## src/rtl/boot_loader_regs.svh

```systemverilog
// register offsets, codes, field values and reset values of the boot command loader
// Function
// - checksum is one's complement of low byte of command+size+all data bytes.
// - command codes lie in 0x10..0xFF; only defined codes are valid.
// - code 0x10, size 0, checksum 0xEF resets processor and digital core only.
// - software reset acts at once and leaves no completion status.
// - after reset, start from ROM or RAM according to the remap bit.
// - code 0x11, size 0, checksum 0xEE maps RAM to zero then resets.
// - code 0x12, size 0, checksum 0xED maps ROM to zero then resets.
// - download init is code 0x14, size 1, seed 0x29, checksum 0xC1; the seed itself is not compared.
// - RAM write is code 0x41, 0..0x80 data bytes, checksum right after.
// - a good RAM write leaves the pointer just past the written region.
// - a RAM write reaching outside RAM is skipped and reports out-of-range.
// - pointer set is code 0x43, size 2, low byte then high byte.
// - the RAM base address is added to the 16-bit pointer offset.
// - an illegal pointer location keeps the pointer and reports out-of-range.
// - a malformed command is not executed and reports an error code.
// - a good RAM write or pointer set writes the ready code.
// - status codes: ready 0, size 1, checksum 2, unsupported 3, range 7.
// - a reset-type command with nonzero size gets the size error.
// - power-state register reads 0x41 when the processor is ready.
`ifndef BOOT_LOADER_REGS_SVH
`define BOOT_LOADER_REGS_SVH

`define OFS_COMMAND_STATUS 8'h08
`define OFS_PAYLOAD_LENGTH 8'h09
`define OFS_PAYLOAD_BYTE   8'h0a
`define OFS_POWER_STATE    8'he0

`define RST_COMMAND_STATUS 8'h00
`define RST_PAYLOAD_LENGTH 8'h00
`define RST_FRAME_CHECKSUM 8'hff

`define CMD_SYS_RESET      8'h10
`define CMD_RAM_MAP_REBOOT 8'h11
`define CMD_ROM_MAP_REBOOT 8'h12
`define CMD_DOWNLOAD_INIT  8'h14
`define CMD_RAM_WRITE      8'h41
`define CMD_POINTER_SET    8'h43

`define STAT_READY          8'h00
`define STAT_SIZE_ERROR     8'h01
`define STAT_CHECKSUM_ERROR 8'h02
`define STAT_UNSUPPORTED    8'h03
`define STAT_RANGE_ERROR    8'h07

`define CHECKSUM_INVERT 8'hff
`define MAX_PAYLOAD     8'h80
`define SIZE_DL_INIT    8'h01
`define SIZE_POINTER    8'h02
`define PWR_CPU_READY   8'h41
`define PWR_STANDBY     8'h00
`define PON_BIT         0

`endif

```

## src/rtl/boot_loader_pkg.sv

```systemverilog
// types shared by the boot command loader, its property checks and the bench models
package boot_loader_pkg;

	typedef enum logic [4:0] {
		ST_IDLE  = 5'b00001,
		ST_CHECK = 5'b00010,
		ST_SUM   = 5'b00100,
		ST_EXEC  = 5'b01000,
		ST_WRITE = 5'b10000
	} state_type;

	typedef struct packed {
		logic       wr;
		logic       rd;
		logic [7:0] addr;
		logic [7:0] wdata;
	} reg_req_type;

	typedef struct packed {
		logic [31:0] addr;
		logic [7:0]  data;
	} ram_write_type;

endpackage : boot_loader_pkg

```

## src/rtl/boot_command_loader.sv

```systemverilog
// boot command interpreter behind the byte-wide register port
`timescale 1ns/1ps
`default_nettype none
`include "boot_loader_regs.svh"

module boot_command_loader
	import boot_loader_pkg::*;
#(
	// ram placement; the size only bounds the pointer and write checks
	parameter logic [31:0] RAM_BASE  = 32'h2000_0000,
	parameter logic [16:0] RAM_BYTES = 17'h0_4000
) (
	input  wire logic    mclk,
	input  wire logic    arst_n,
	// register port from the serial slave, one byte per access
	input  wire reg_req_type req,
	output logic [7:0]   rdata,
	// requests to the system around the core
	output logic         core_reset,
	output logic         ram_remap,
	output logic         download_init,
	output logic         power_on,
	// RAM write path
	output logic         ram_wr_valid,
	output ram_write_type ram_wr,
	input  wire logic    ram_wr_ready
);

	state_type   state_reg;
	state_type   state_next;
	logic [7:0]  command_status_reg;
	logic [7:0]  payload_length_reg;
	logic [7:0]  frame_checksum_reg;
	logic [7:0]  data_mem [0:127];
	logic [7:0]  idx_reg;
	logic [7:0]  sum_reg;
	logic [15:0] ptr_reg;
	logic        remap_reg;
	logic        core_reset_reg;
	logic        download_init_reg;
	logic        pon_reg;
	logic [7:0]  rdata_reg;
	logic        buf_in_ready;
	logic        buf_out_valid;
	ram_write_type buf_out_data;

	// frame map: command at 0x08, length at 0x09, data from 0x0a on;
	// the checksum slot follows the last data byte, so a frame of n data
	// bytes ends at 0x0a+n and any earlier write there is only a data byte.
	// the frame registers ignore host writes until the running command ends,
	// which keeps a late host write from racing the status update
	// frame address decode; the checksum slot moves with the length byte
	wire logic       idle       = (state_reg == ST_IDLE);
	wire logic [7:0] frame_checksum_pos   = `OFS_PAYLOAD_BYTE + payload_length_reg;
	wire logic [7:0] data_off   = req.addr - `OFS_PAYLOAD_BYTE;
	wire logic       in_data    = (req.addr >= `OFS_PAYLOAD_BYTE) && (data_off < `MAX_PAYLOAD);
	wire logic       frame_wr   = req.wr && idle;  // frame is frozen while a command runs
	wire logic       trigger    = frame_wr && (req.addr == frame_checksum_pos);
	wire logic       data_wr    = frame_wr && in_data;
	wire logic       wr_cmd     = frame_wr && (req.addr == `OFS_COMMAND_STATUS);
	wire logic       wr_len     = frame_wr && (req.addr == `OFS_PAYLOAD_LENGTH);
	wire logic       wr_pwr     = req.wr && (req.addr == `OFS_POWER_STATE);

	// command decode
	// the byte still holds the host's code until the command finishes
	wire logic is_sys_reset = (command_status_reg == `CMD_SYS_RESET);
	wire logic is_ram_map   = (command_status_reg == `CMD_RAM_MAP_REBOOT);
	wire logic is_rom_map   = (command_status_reg == `CMD_ROM_MAP_REBOOT);
	wire logic is_reset     = is_sys_reset || is_ram_map || is_rom_map;
	wire logic is_dl_init   = (command_status_reg == `CMD_DOWNLOAD_INIT);
	wire logic is_ram_write = (command_status_reg == `CMD_RAM_WRITE);
	wire logic is_ptr_set   = (command_status_reg == `CMD_POINTER_SET);
	// codes below 0x10 and undefined codes fall out here as unsupported
	wire logic known_cmd    = is_reset || is_dl_init || is_ram_write || is_ptr_set;

	// length check per command
	// a reset-type code must carry no payload at all
	wire logic size_ok =
		is_reset     ? (payload_length_reg == 8'h00) :
		is_dl_init   ? (payload_length_reg == `SIZE_DL_INIT) :
		is_ptr_set   ? (payload_length_reg == `SIZE_POINTER) :
		is_ram_write ? (payload_length_reg <= `MAX_PAYLOAD) :
		1'b1;

	// checksum walk over the stored data bytes
	// one byte per cycle keeps the adder narrow at the cost of latency
	wire logic [7:0] cur_byte = data_mem[idx_reg[6:0]];
	wire logic       walk_end = (idx_reg == payload_length_reg);
	wire logic [7:0] sum_next = sum_reg + cur_byte;
	wire logic       frame_checksum_ok  = ((sum_reg ^ `CHECKSUM_INVERT) == frame_checksum_reg);

	// pointer and range checks; offsets are relative to the RAM base
	// a write may end exactly at the top of RAM; a pointer may not sit there
	wire logic [15:0] new_off   = {data_mem[1], data_mem[0]};
	wire logic        ptr_legal = ({1'b0, new_off} < RAM_BYTES);
	wire logic [16:0] wr_end    = {1'b0, ptr_reg} + {9'h000, payload_length_reg};
	wire logic        wr_legal  = (wr_end <= RAM_BYTES);
	wire logic        wr_start  = is_ram_write && wr_legal && (payload_length_reg != 8'h00);

	// write stream into the buffer; the buffer's ready stalls the walk
	wire logic [15:0] wr_off    = ptr_reg + {8'h00, idx_reg};
	wire logic        push      = (state_reg == ST_WRITE) && !walk_end;
	wire logic        push_ok   = push && buf_in_ready;
	wire ram_write_type push_data = '{addr: RAM_BASE + {16'h0000, wr_off}, data: cur_byte};
	// ready is only flagged once every byte has left the buffer
	wire logic        write_done = (state_reg == ST_WRITE) && walk_end && !buf_out_valid;

	// completion events and the code each one reports
	// errors end the command early; a good write ends only once drained
	wire logic chk_fail = (state_reg == ST_CHECK) && (!known_cmd || !size_ok);
	wire logic sum_fail = (state_reg == ST_SUM) && walk_end && !frame_checksum_ok;
	wire logic exec_fin = (state_reg == ST_EXEC) && !is_reset && !wr_start;
	wire logic range_bad = (is_ptr_set && !ptr_legal) || (is_ram_write && !wr_legal);
	wire logic finish   = chk_fail || sum_fail || exec_fin || write_done;

	wire logic [7:0] exec_code = range_bad ? `STAT_RANGE_ERROR : `STAT_READY;
	wire logic [7:0] chk_code  = known_cmd ? `STAT_SIZE_ERROR : `STAT_UNSUPPORTED;
	wire logic [7:0] fin_code  =
		chk_fail ? chk_code :
		sum_fail ? `STAT_CHECKSUM_ERROR :
		exec_fin ? exec_code :
		`STAT_READY;

	// exec lasts one cycle, so each request below fires once per command
	wire logic exec_ok = (state_reg == ST_EXEC);

	// read data selection; the checksum slot wins over the data window
	wire logic [7:0] pwr_val  = pon_reg ? `PWR_CPU_READY : `PWR_STANDBY;
	wire logic       rd_data  = in_data && (data_off < payload_length_reg);
	wire logic       sel_cmd  = (req.addr == `OFS_COMMAND_STATUS);
	wire logic       sel_len  = (req.addr == `OFS_PAYLOAD_LENGTH);
	wire logic       sel_sum  = (req.addr == frame_checksum_pos);
	wire logic       sel_pwr  = (req.addr == `OFS_POWER_STATE);
	// unmapped addresses and data bytes past the length read as zero
	wire logic [7:0] read_val =
		sel_cmd ? command_status_reg :
		sel_len ? payload_length_reg :
		sel_sum ? frame_checksum_reg :
		rd_data ? data_mem[data_off[6:0]] :
		sel_pwr ? pwr_val :
		8'h00;

	// every output is driven straight from a register
	assign rdata         = rdata_reg;
	assign core_reset    = core_reset_reg;
	assign ram_remap     = remap_reg;
	assign download_init = download_init_reg;
	assign power_on      = pon_reg;
	assign ram_wr_valid  = buf_out_valid;
	assign ram_wr        = buf_out_data;

	// command sequencer: check takes one cycle, the sum walk one per data
	// byte plus one for the compare, exec one; a ram write then streams
	// through the buffer and returns to idle only once the buffer is empty,
	// so the ready code never shows while bytes are still in flight
	always_comb begin
		state_next = state_reg;
		case (state_reg)
			ST_IDLE: begin
				if (trigger) begin
					state_next = ST_CHECK;
				end
			end
			ST_CHECK: begin
				state_next = chk_fail ? ST_IDLE : ST_SUM;
			end
			ST_SUM: begin
				if (walk_end) begin
					state_next = frame_checksum_ok ? ST_EXEC : ST_IDLE;
				end
			end
			ST_EXEC: begin
				state_next = wr_start ? ST_WRITE : ST_IDLE;
			end
			ST_WRITE: begin
				if (write_done) begin
					state_next = ST_IDLE;
				end
			end
			default: begin
				state_next = ST_IDLE;
			end
		endcase
	end

	// state register
	always_ff @(posedge mclk or negedge arst_n) begin
		if (!arst_n) begin
			state_reg <= ST_IDLE;
		end else begin
			state_reg <= state_next;
		end
	end

	// command byte: host code while idle, status code on completion
	// completion wins, though host frame writes are locked out while busy
	always_ff @(posedge mclk or negedge arst_n) begin
		if (!arst_n) begin
			command_status_reg <= `RST_COMMAND_STATUS;
		end else if (finish) begin
			command_status_reg <= fin_code;
		end else if (wr_cmd) begin
			command_status_reg <= req.wdata;
		end
	end

	// completion leaves a zero-length frame so readback shows status, 00, then the inverted status
	always_ff @(posedge mclk or negedge arst_n) begin
		if (!arst_n) begin
			payload_length_reg <= `RST_PAYLOAD_LENGTH;
		end else if (finish) begin
			payload_length_reg <= 8'h00;
		end else if (wr_len) begin
			payload_length_reg <= req.wdata;
		end
	end

	// checksum slot: host byte on the trigger write, inverted status on completion
	always_ff @(posedge mclk or negedge arst_n) begin
		if (!arst_n) begin
			frame_checksum_reg <= `RST_FRAME_CHECKSUM;
		end else if (finish) begin
			frame_checksum_reg <= fin_code ^ `CHECKSUM_INVERT;
		end else if (trigger) begin
			frame_checksum_reg <= req.wdata;
		end
	end

	// payload store, one byte register per entry
	// bytes past the length are kept but never summed or written
	for (genvar i = 0; i < 128; i++) begin : g_data
		always_ff @(posedge mclk or negedge arst_n) begin
			if (!arst_n) begin
				data_mem[i] <= 8'h00;
			end else if (data_wr && (data_off[6:0] == 7'(i))) begin
				data_mem[i] <= req.wdata;
			end
		end
	end

	// byte index: walks the data for the sum, then again for the ram write
	always_ff @(posedge mclk or negedge arst_n) begin
		if (!arst_n) begin
			idx_reg <= 8'h00;
		end else if (state_reg == ST_CHECK) begin
			idx_reg <= 8'h00;
		end else if ((state_reg == ST_SUM) && !walk_end) begin
			idx_reg <= idx_reg + 8'h01;
		end else if (exec_ok) begin
			idx_reg <= 8'h00;
		end else if (push_ok) begin
			idx_reg <= idx_reg + 8'h01;
		end
	end

	// running sum, seeded with the command and length bytes
	always_ff @(posedge mclk or negedge arst_n) begin
		if (!arst_n) begin
			sum_reg <= 8'h00;
		end else if (state_reg == ST_CHECK) begin
			sum_reg <= command_status_reg + payload_length_reg;
		end else if ((state_reg == ST_SUM) && !walk_end) begin
			sum_reg <= sum_next;
		end
	end

	// RAM pointer offset; an illegal set or write leaves it alone
	always_ff @(posedge mclk or negedge arst_n) begin
		if (!arst_n) begin
			ptr_reg <= 16'h0000;
		end else if (exec_ok && is_ptr_set && ptr_legal) begin
			ptr_reg <= new_off;
		end else if (write_done) begin
			ptr_reg <= wr_end[15:0];
		end
	end

	// remap bit survives the core reset it requests, so the restart
	// follows it; only the ROM map code or the device reset clears it
	always_ff @(posedge mclk or negedge arst_n) begin
		if (!arst_n) begin
			remap_reg <= 1'b0;
		end else if (exec_ok && is_ram_map) begin
			remap_reg <= 1'b1;
		end else if (exec_ok && is_rom_map) begin
			remap_reg <= 1'b0;
		end
	end

	// core reset request, one cycle; no status is written for reset codes
	// because the reset is meant to take the processor down at once
	always_ff @(posedge mclk or negedge arst_n) begin
		if (!arst_n) begin
			core_reset_reg <= 1'b0;
		end else begin
			core_reset_reg <= exec_ok && is_reset;
		end
	end

	// download hardware request, one cycle; the seed byte is summed but not
	// compared, so a frame with another seed still starts the hardware
	always_ff @(posedge mclk or negedge arst_n) begin
		if (!arst_n) begin
			download_init_reg <= 1'b0;
		end else begin
			download_init_reg <= exec_ok && is_dl_init;
		end
	end

	// power-state register, writable even while a command runs
	// standby reads as zero; there is no separate busy phase here
	always_ff @(posedge mclk or negedge arst_n) begin
		if (!arst_n) begin
			pon_reg <= 1'b0;
		end else if (wr_pwr) begin
			pon_reg <= req.wdata[`PON_BIT];
		end
	end

	// registered read data, valid one cycle after the read strobe
	always_ff @(posedge mclk or negedge arst_n) begin
		if (!arst_n) begin
			rdata_reg <= 8'h00;
		end else if (req.rd) begin
			rdata_reg <= read_val;
		end
	end

	// the buffer absorbs RAM stalls so no byte of a write is dropped
	// a stalled word and the one behind it both stay parked in the buffer
	write_skid_buffer #(
		.WIDTH($bits(ram_write_type))
	) u_wbuf (
		.mclk      (mclk),
		.arst_n    (arst_n),
		.in_valid  (push),
		.in_data   (push_data),
		.in_ready  (buf_in_ready),
		.out_valid (buf_out_valid),
		.out_data  (buf_out_data),
		.out_ready (ram_wr_ready)
	);

endmodule : boot_command_loader

`default_nettype wire

```

## src/rtl/write_skid_buffer.sv

```systemverilog
// two-entry valid/ready buffer with registered outputs
`timescale 1ns/1ps
`default_nettype none

module write_skid_buffer #(
	parameter int WIDTH = 40
) (
	input  wire logic             mclk,
	input  wire logic             arst_n,
	input  wire logic             in_valid,
	input  wire logic [WIDTH-1:0] in_data,
	output logic                  in_ready,
	output logic                  out_valid,
	output logic [WIDTH-1:0]      out_data,
	input  wire logic             out_ready
);

	logic             skid_valid_reg;
	logic [WIDTH-1:0] skid_data_reg;
	logic             out_valid_reg;
	logic [WIDTH-1:0] out_data_reg;

	// the output slot may take new data when empty or being drained
	wire logic out_free = out_ready || !out_valid_reg;
	wire logic in_take  = in_valid && !skid_valid_reg;

	assign in_ready  = !skid_valid_reg;
	assign out_valid = out_valid_reg;
	assign out_data  = out_data_reg;

	// output slot: the skid entry has priority to keep word order
	always_ff @(posedge mclk or negedge arst_n) begin
		if (!arst_n) begin
			out_valid_reg <= 1'b0;
			out_data_reg  <= '0;
		end else if (out_free) begin
			out_valid_reg <= skid_valid_reg || in_valid;
			out_data_reg  <= skid_valid_reg ? skid_data_reg : in_data;
		end
	end

	// skid slot catches a word taken while the output stalls
	always_ff @(posedge mclk or negedge arst_n) begin
		if (!arst_n) begin
			skid_valid_reg <= 1'b0;
			skid_data_reg  <= '0;
		end else if (out_free) begin
			skid_valid_reg <= 1'b0;
		end else if (in_take) begin
			skid_valid_reg <= 1'b1;
			skid_data_reg  <= in_data;
		end
	end

endmodule : write_skid_buffer

`default_nettype wire

```

## config.mk

```make
export PLATFORM = sky130hd
export DESIGN_NAME = boot_command_loader
export DESIGN_NICKNAME = d
export VERILOG_FILES = /design/src/rtl/boot_loader_pkg.sv /design/src/rtl/boot_command_loader.sv /design/src/rtl/write_skid_buffer.sv
export VERILOG_INCLUDE_DIRS = /design/src /design/src/rtl
export SDC_FILE = /design/constraint.sdc
export NUM_CORES = 2
export LEC_CHECK = 0
export ABC_AREA = 1
export BUFFER_PORTS_ARGS = -buffer_cell sky130_fd_sc_hd__buf_2
export CORE_MARGIN = 3
export CORE_UTILIZATION = 42
export DETAILED_ROUTE_END_ITERATION = 6
export PLACE_DENSITY = 0.6
export SYNTH_ARGS = -nofsm -noshare
export SYNTH_HDL_FRONTEND = slang
export SYNTH_SLANG_ARGS = --single-unit
```

## constraint.sdc

```tcl
create_clock -name mclk -period 9 [get_ports mclk]
set_input_delay 1.8 -clock mclk [delete_from_list [all_inputs] [get_ports mclk]]
set_output_delay 1.8 -clock mclk [all_outputs]
set_load 0.05 [all_outputs]
```

==> impl_metrics.ini <==
[synthesis]
netlist.area_leader.share_pct = 46.5
ys_seq_area_share_pct = 46.9
ys_types = 51
synth_area_leaders = dfrtp_1 46%, o21ai_0 14%, nand2_1 12%
async_reset_ff_share_pct = 100
synth_seq_cells = 1149
synth_edf_count = 0
netlist_area_sq_um = 61400
syn_area_per_cell_sq_um = 7.51
synth_warnings = 0
synth_area_leader_cell = dfrtp_1
postSynthCellCount = 8170
synth_flop_cell = dfrtp_1

[min_path]
worstHoldStart = u_wbuf.skid_data_reg[37]
hold_path_end = u_wbuf.skid_data_reg[37]
holdCritPathClass = reg -> reg
min_path_cells = 2

[clock_tree]
path_clk_slew_ps = 60
cts_tree = built
ctsHoldBuffers = 0
clock_sinks = 1149
clockBufferDepth = 3
root_buffer = clkbuf_16
clock_latency_ps = 800
cts_buffers = 132
postCtsSetupRepairBufs = 0
post_cts_resized = 0
htree_levels = 4

[drt]
post_drt_wl_per_cell_um = 26.3
drc = 0
antenna_left = 0
viasPerCell = 6.26
first_pass_iters = 7
via_count = 61600
drtIter0Drc = 8718
wirelength_um = 259000

[flow_run]
maxCapViolCount = 0

[sta]
maxSlewHeadroom_pct = 19.2
skew_ps = 33.0
rsz0062_at_grt = false
slew_viol_final = 0
tightestPinTransition_ps = 1210
timing.hold.ws_ps = 451
min_period_ps = 6180
clock.fmax_mhz = 162
fin_ws_ps = 2820
tns_ps = 0
finalHoldViolations = 0
min_period_over_period_pct = 68.7
setup_viol = 0

[placement]
dp_cells = 9607
port_buffers = 58
gp_congestion = 0.971
pre_cts_slack_ps = 2870
dp_hpwl_um = 160000

[die]
dieArea_sq_um = 151000
die_w_um = 388
rows = 139
ios = 74
die-height_um = 388
start_util_pct = 42.5
coreArea_sq_um = 144000

[finish]
final_util_pct = 46.5
nFillCells = 14300
multiInputGateArea_sq_um = 29000
nNetsFinal = 7905
seq_area_sq_um = 28800
largest_reg_flops = 1024
area_delta_synth_final_pct = 9.46
fin_cells = 9844
drive_gt1_share_pct = 5.95

[worst_setup_path]
critPathKind = reg -> reg
cp_max_fo = 92
required_ps = 9700
arrival_ps = 6890
crit_path_end_kind = flip-flop
start_kind = flip-flop
r2r_cells = 21
reg2reg_from = idx_reg[0]
reg2reg_setup_slack_ps = 2820
r2r_end = sum_reg[6]

[run_status]
status = completed

[grt]
first_global_vias = 57600
grt_use_total_pct = 33.5
grt_overflow = 0
grt_pass1_wl_um = 384000
grt_max_degree = 166
antenna_found_initial = 11

[pwr]
powerDensity_nw_per_um2 = 195
vdd.ir_drop.worst_uv = 208
p_leak_nw = 29.8
cell type report:
cell class / count / area share, %
antenna: 6 / 0.0224
clock buffer: 192 / 5.87
clock inverter: 39 / 0.628
inverter: 287 / 1.67
multi-input combinational: 6084 / 43.2
sequential: 1149 / 42.9
tap: 1903 / 3.55
timing repair buffer: 184 / 2.18
cells in the final DEF, fill, tap and decap left out, types with 21 or more instances in the layout:
cell type	Yosys	routed
nand4_1	46	46
dfrtp_1	1140	1136
o21ai_1	78	78
xor2_1	33	33
buf_2	45	55
clkbuf_8	0	33
inv_1	271	263
ha_1	42	42
nor2_2	20	21
clkbuf_1	567	23
a21oi_1	283	283
buf_4	17	111
o31ai_1	31	31
nor2_1	842	834
a22oi_1	128	128
nand2_1	1986	1983
nor3_1	80	80
clkinv_2	0	21
o211ai_1	76	76
o21ai_0	1768	1768
clkbuf_16	0	136
o221ai_1	44	44
o22ai_1	397	397
nand3_1	134	134
cells by family after synthesis:
group / Yosys count / share of synthesized area (%)
simple gates: 3139 / 20.1
xor+xnor: 40 / 0.571
buf+inv: 951 / 6.01
compound gates: 2836 / 25.3
mux: 8 / 0.131
other cells: 1 / 0.00611
flops: 1149 / 46.9
fa+ha+maj: 46 / 0.987
per-layer routing:
metal	GRT usage, %	up-vias	routed length, um
li1	-	27200	-
met1	44.5	29600	102000
met2	49.0	3948	109000
met3	9.57	897	31300
met4	18.8	2	16800
met5	0.670	-	140
worst max path at each step:
| stage | depth (start not counted) | startpoint | end | slack [ps] |
|---|---|---|---|---|
| floorplan | 21 | req[9] | rdata[3] | 4270 |
| global placement | 12 | req[9] | data_mem[703] | 2960 |
| detailed placement | 12 | req[9] | data_mem[703] | 2870 |
| CTS | 24 | idx_reg[1] | sum_reg[7] | 3200 |
| global route | 24 | idx_reg[0] | sum_reg[7] | 2580 |
| finish | 21 | idx_reg[0] | sum_reg[6] | 2820 |
Yosys cell counts, drive strengths merged (42+ instances only):
master	instances
nand2	1987
o21ai	1847
dfrtp	1140
nor2	863
clkbuf	567
o22ai	397
a21oi	285
inv	275
nand3	134
a22oi	128
buf	97
nor3	80
o211ai	76
nand4	46
o221ai	44
ha	42
where the power goes:
group / switching (mW) / total [mW] / internal, mW / leakage [nW]
clock network: 2.31 / 5.52 / 3.21 / 2.17
logic: 1.27 / 1.75 / 0.477 / 11.9
registers: 0.312 / 5.85 / 5.54 / 15.8
total: 3.89 / 13.1 / 9.23 / 29.8
critical path: stages (launching register included):
cell and delay (ps):
dfrtp_4 760, inv_8 540, buf_4 570, o21ai_0 180, o22ai_1 360, o21ai_0 130, o22ai_1 650, nand2_1 120
nand3_1 120, nand3_1 300, nand2_1 390, ha_1 230, inv_1 60, fa_1 410, o31ai_1 350, and2_1 200
nor2_1 50, nor2_1 80, nor2_1 60, xnor2_1 140, nand2_1 70, a31oi_1 130
through the flow:
| stage | instance area [sq um] | power (mW) |
|---|---|---|
| after global routing | 67100 | 13.6 |
| after global placement | 62800 | 7.58 |
| final | 67200 | 13.1 |
| after CTS | 67100 | 13.1 |
| after floorplan | 61400 | 6.83 |
| after detailed placement | 62800 | 7.61 |
Power figures use the tool's default switching activity.
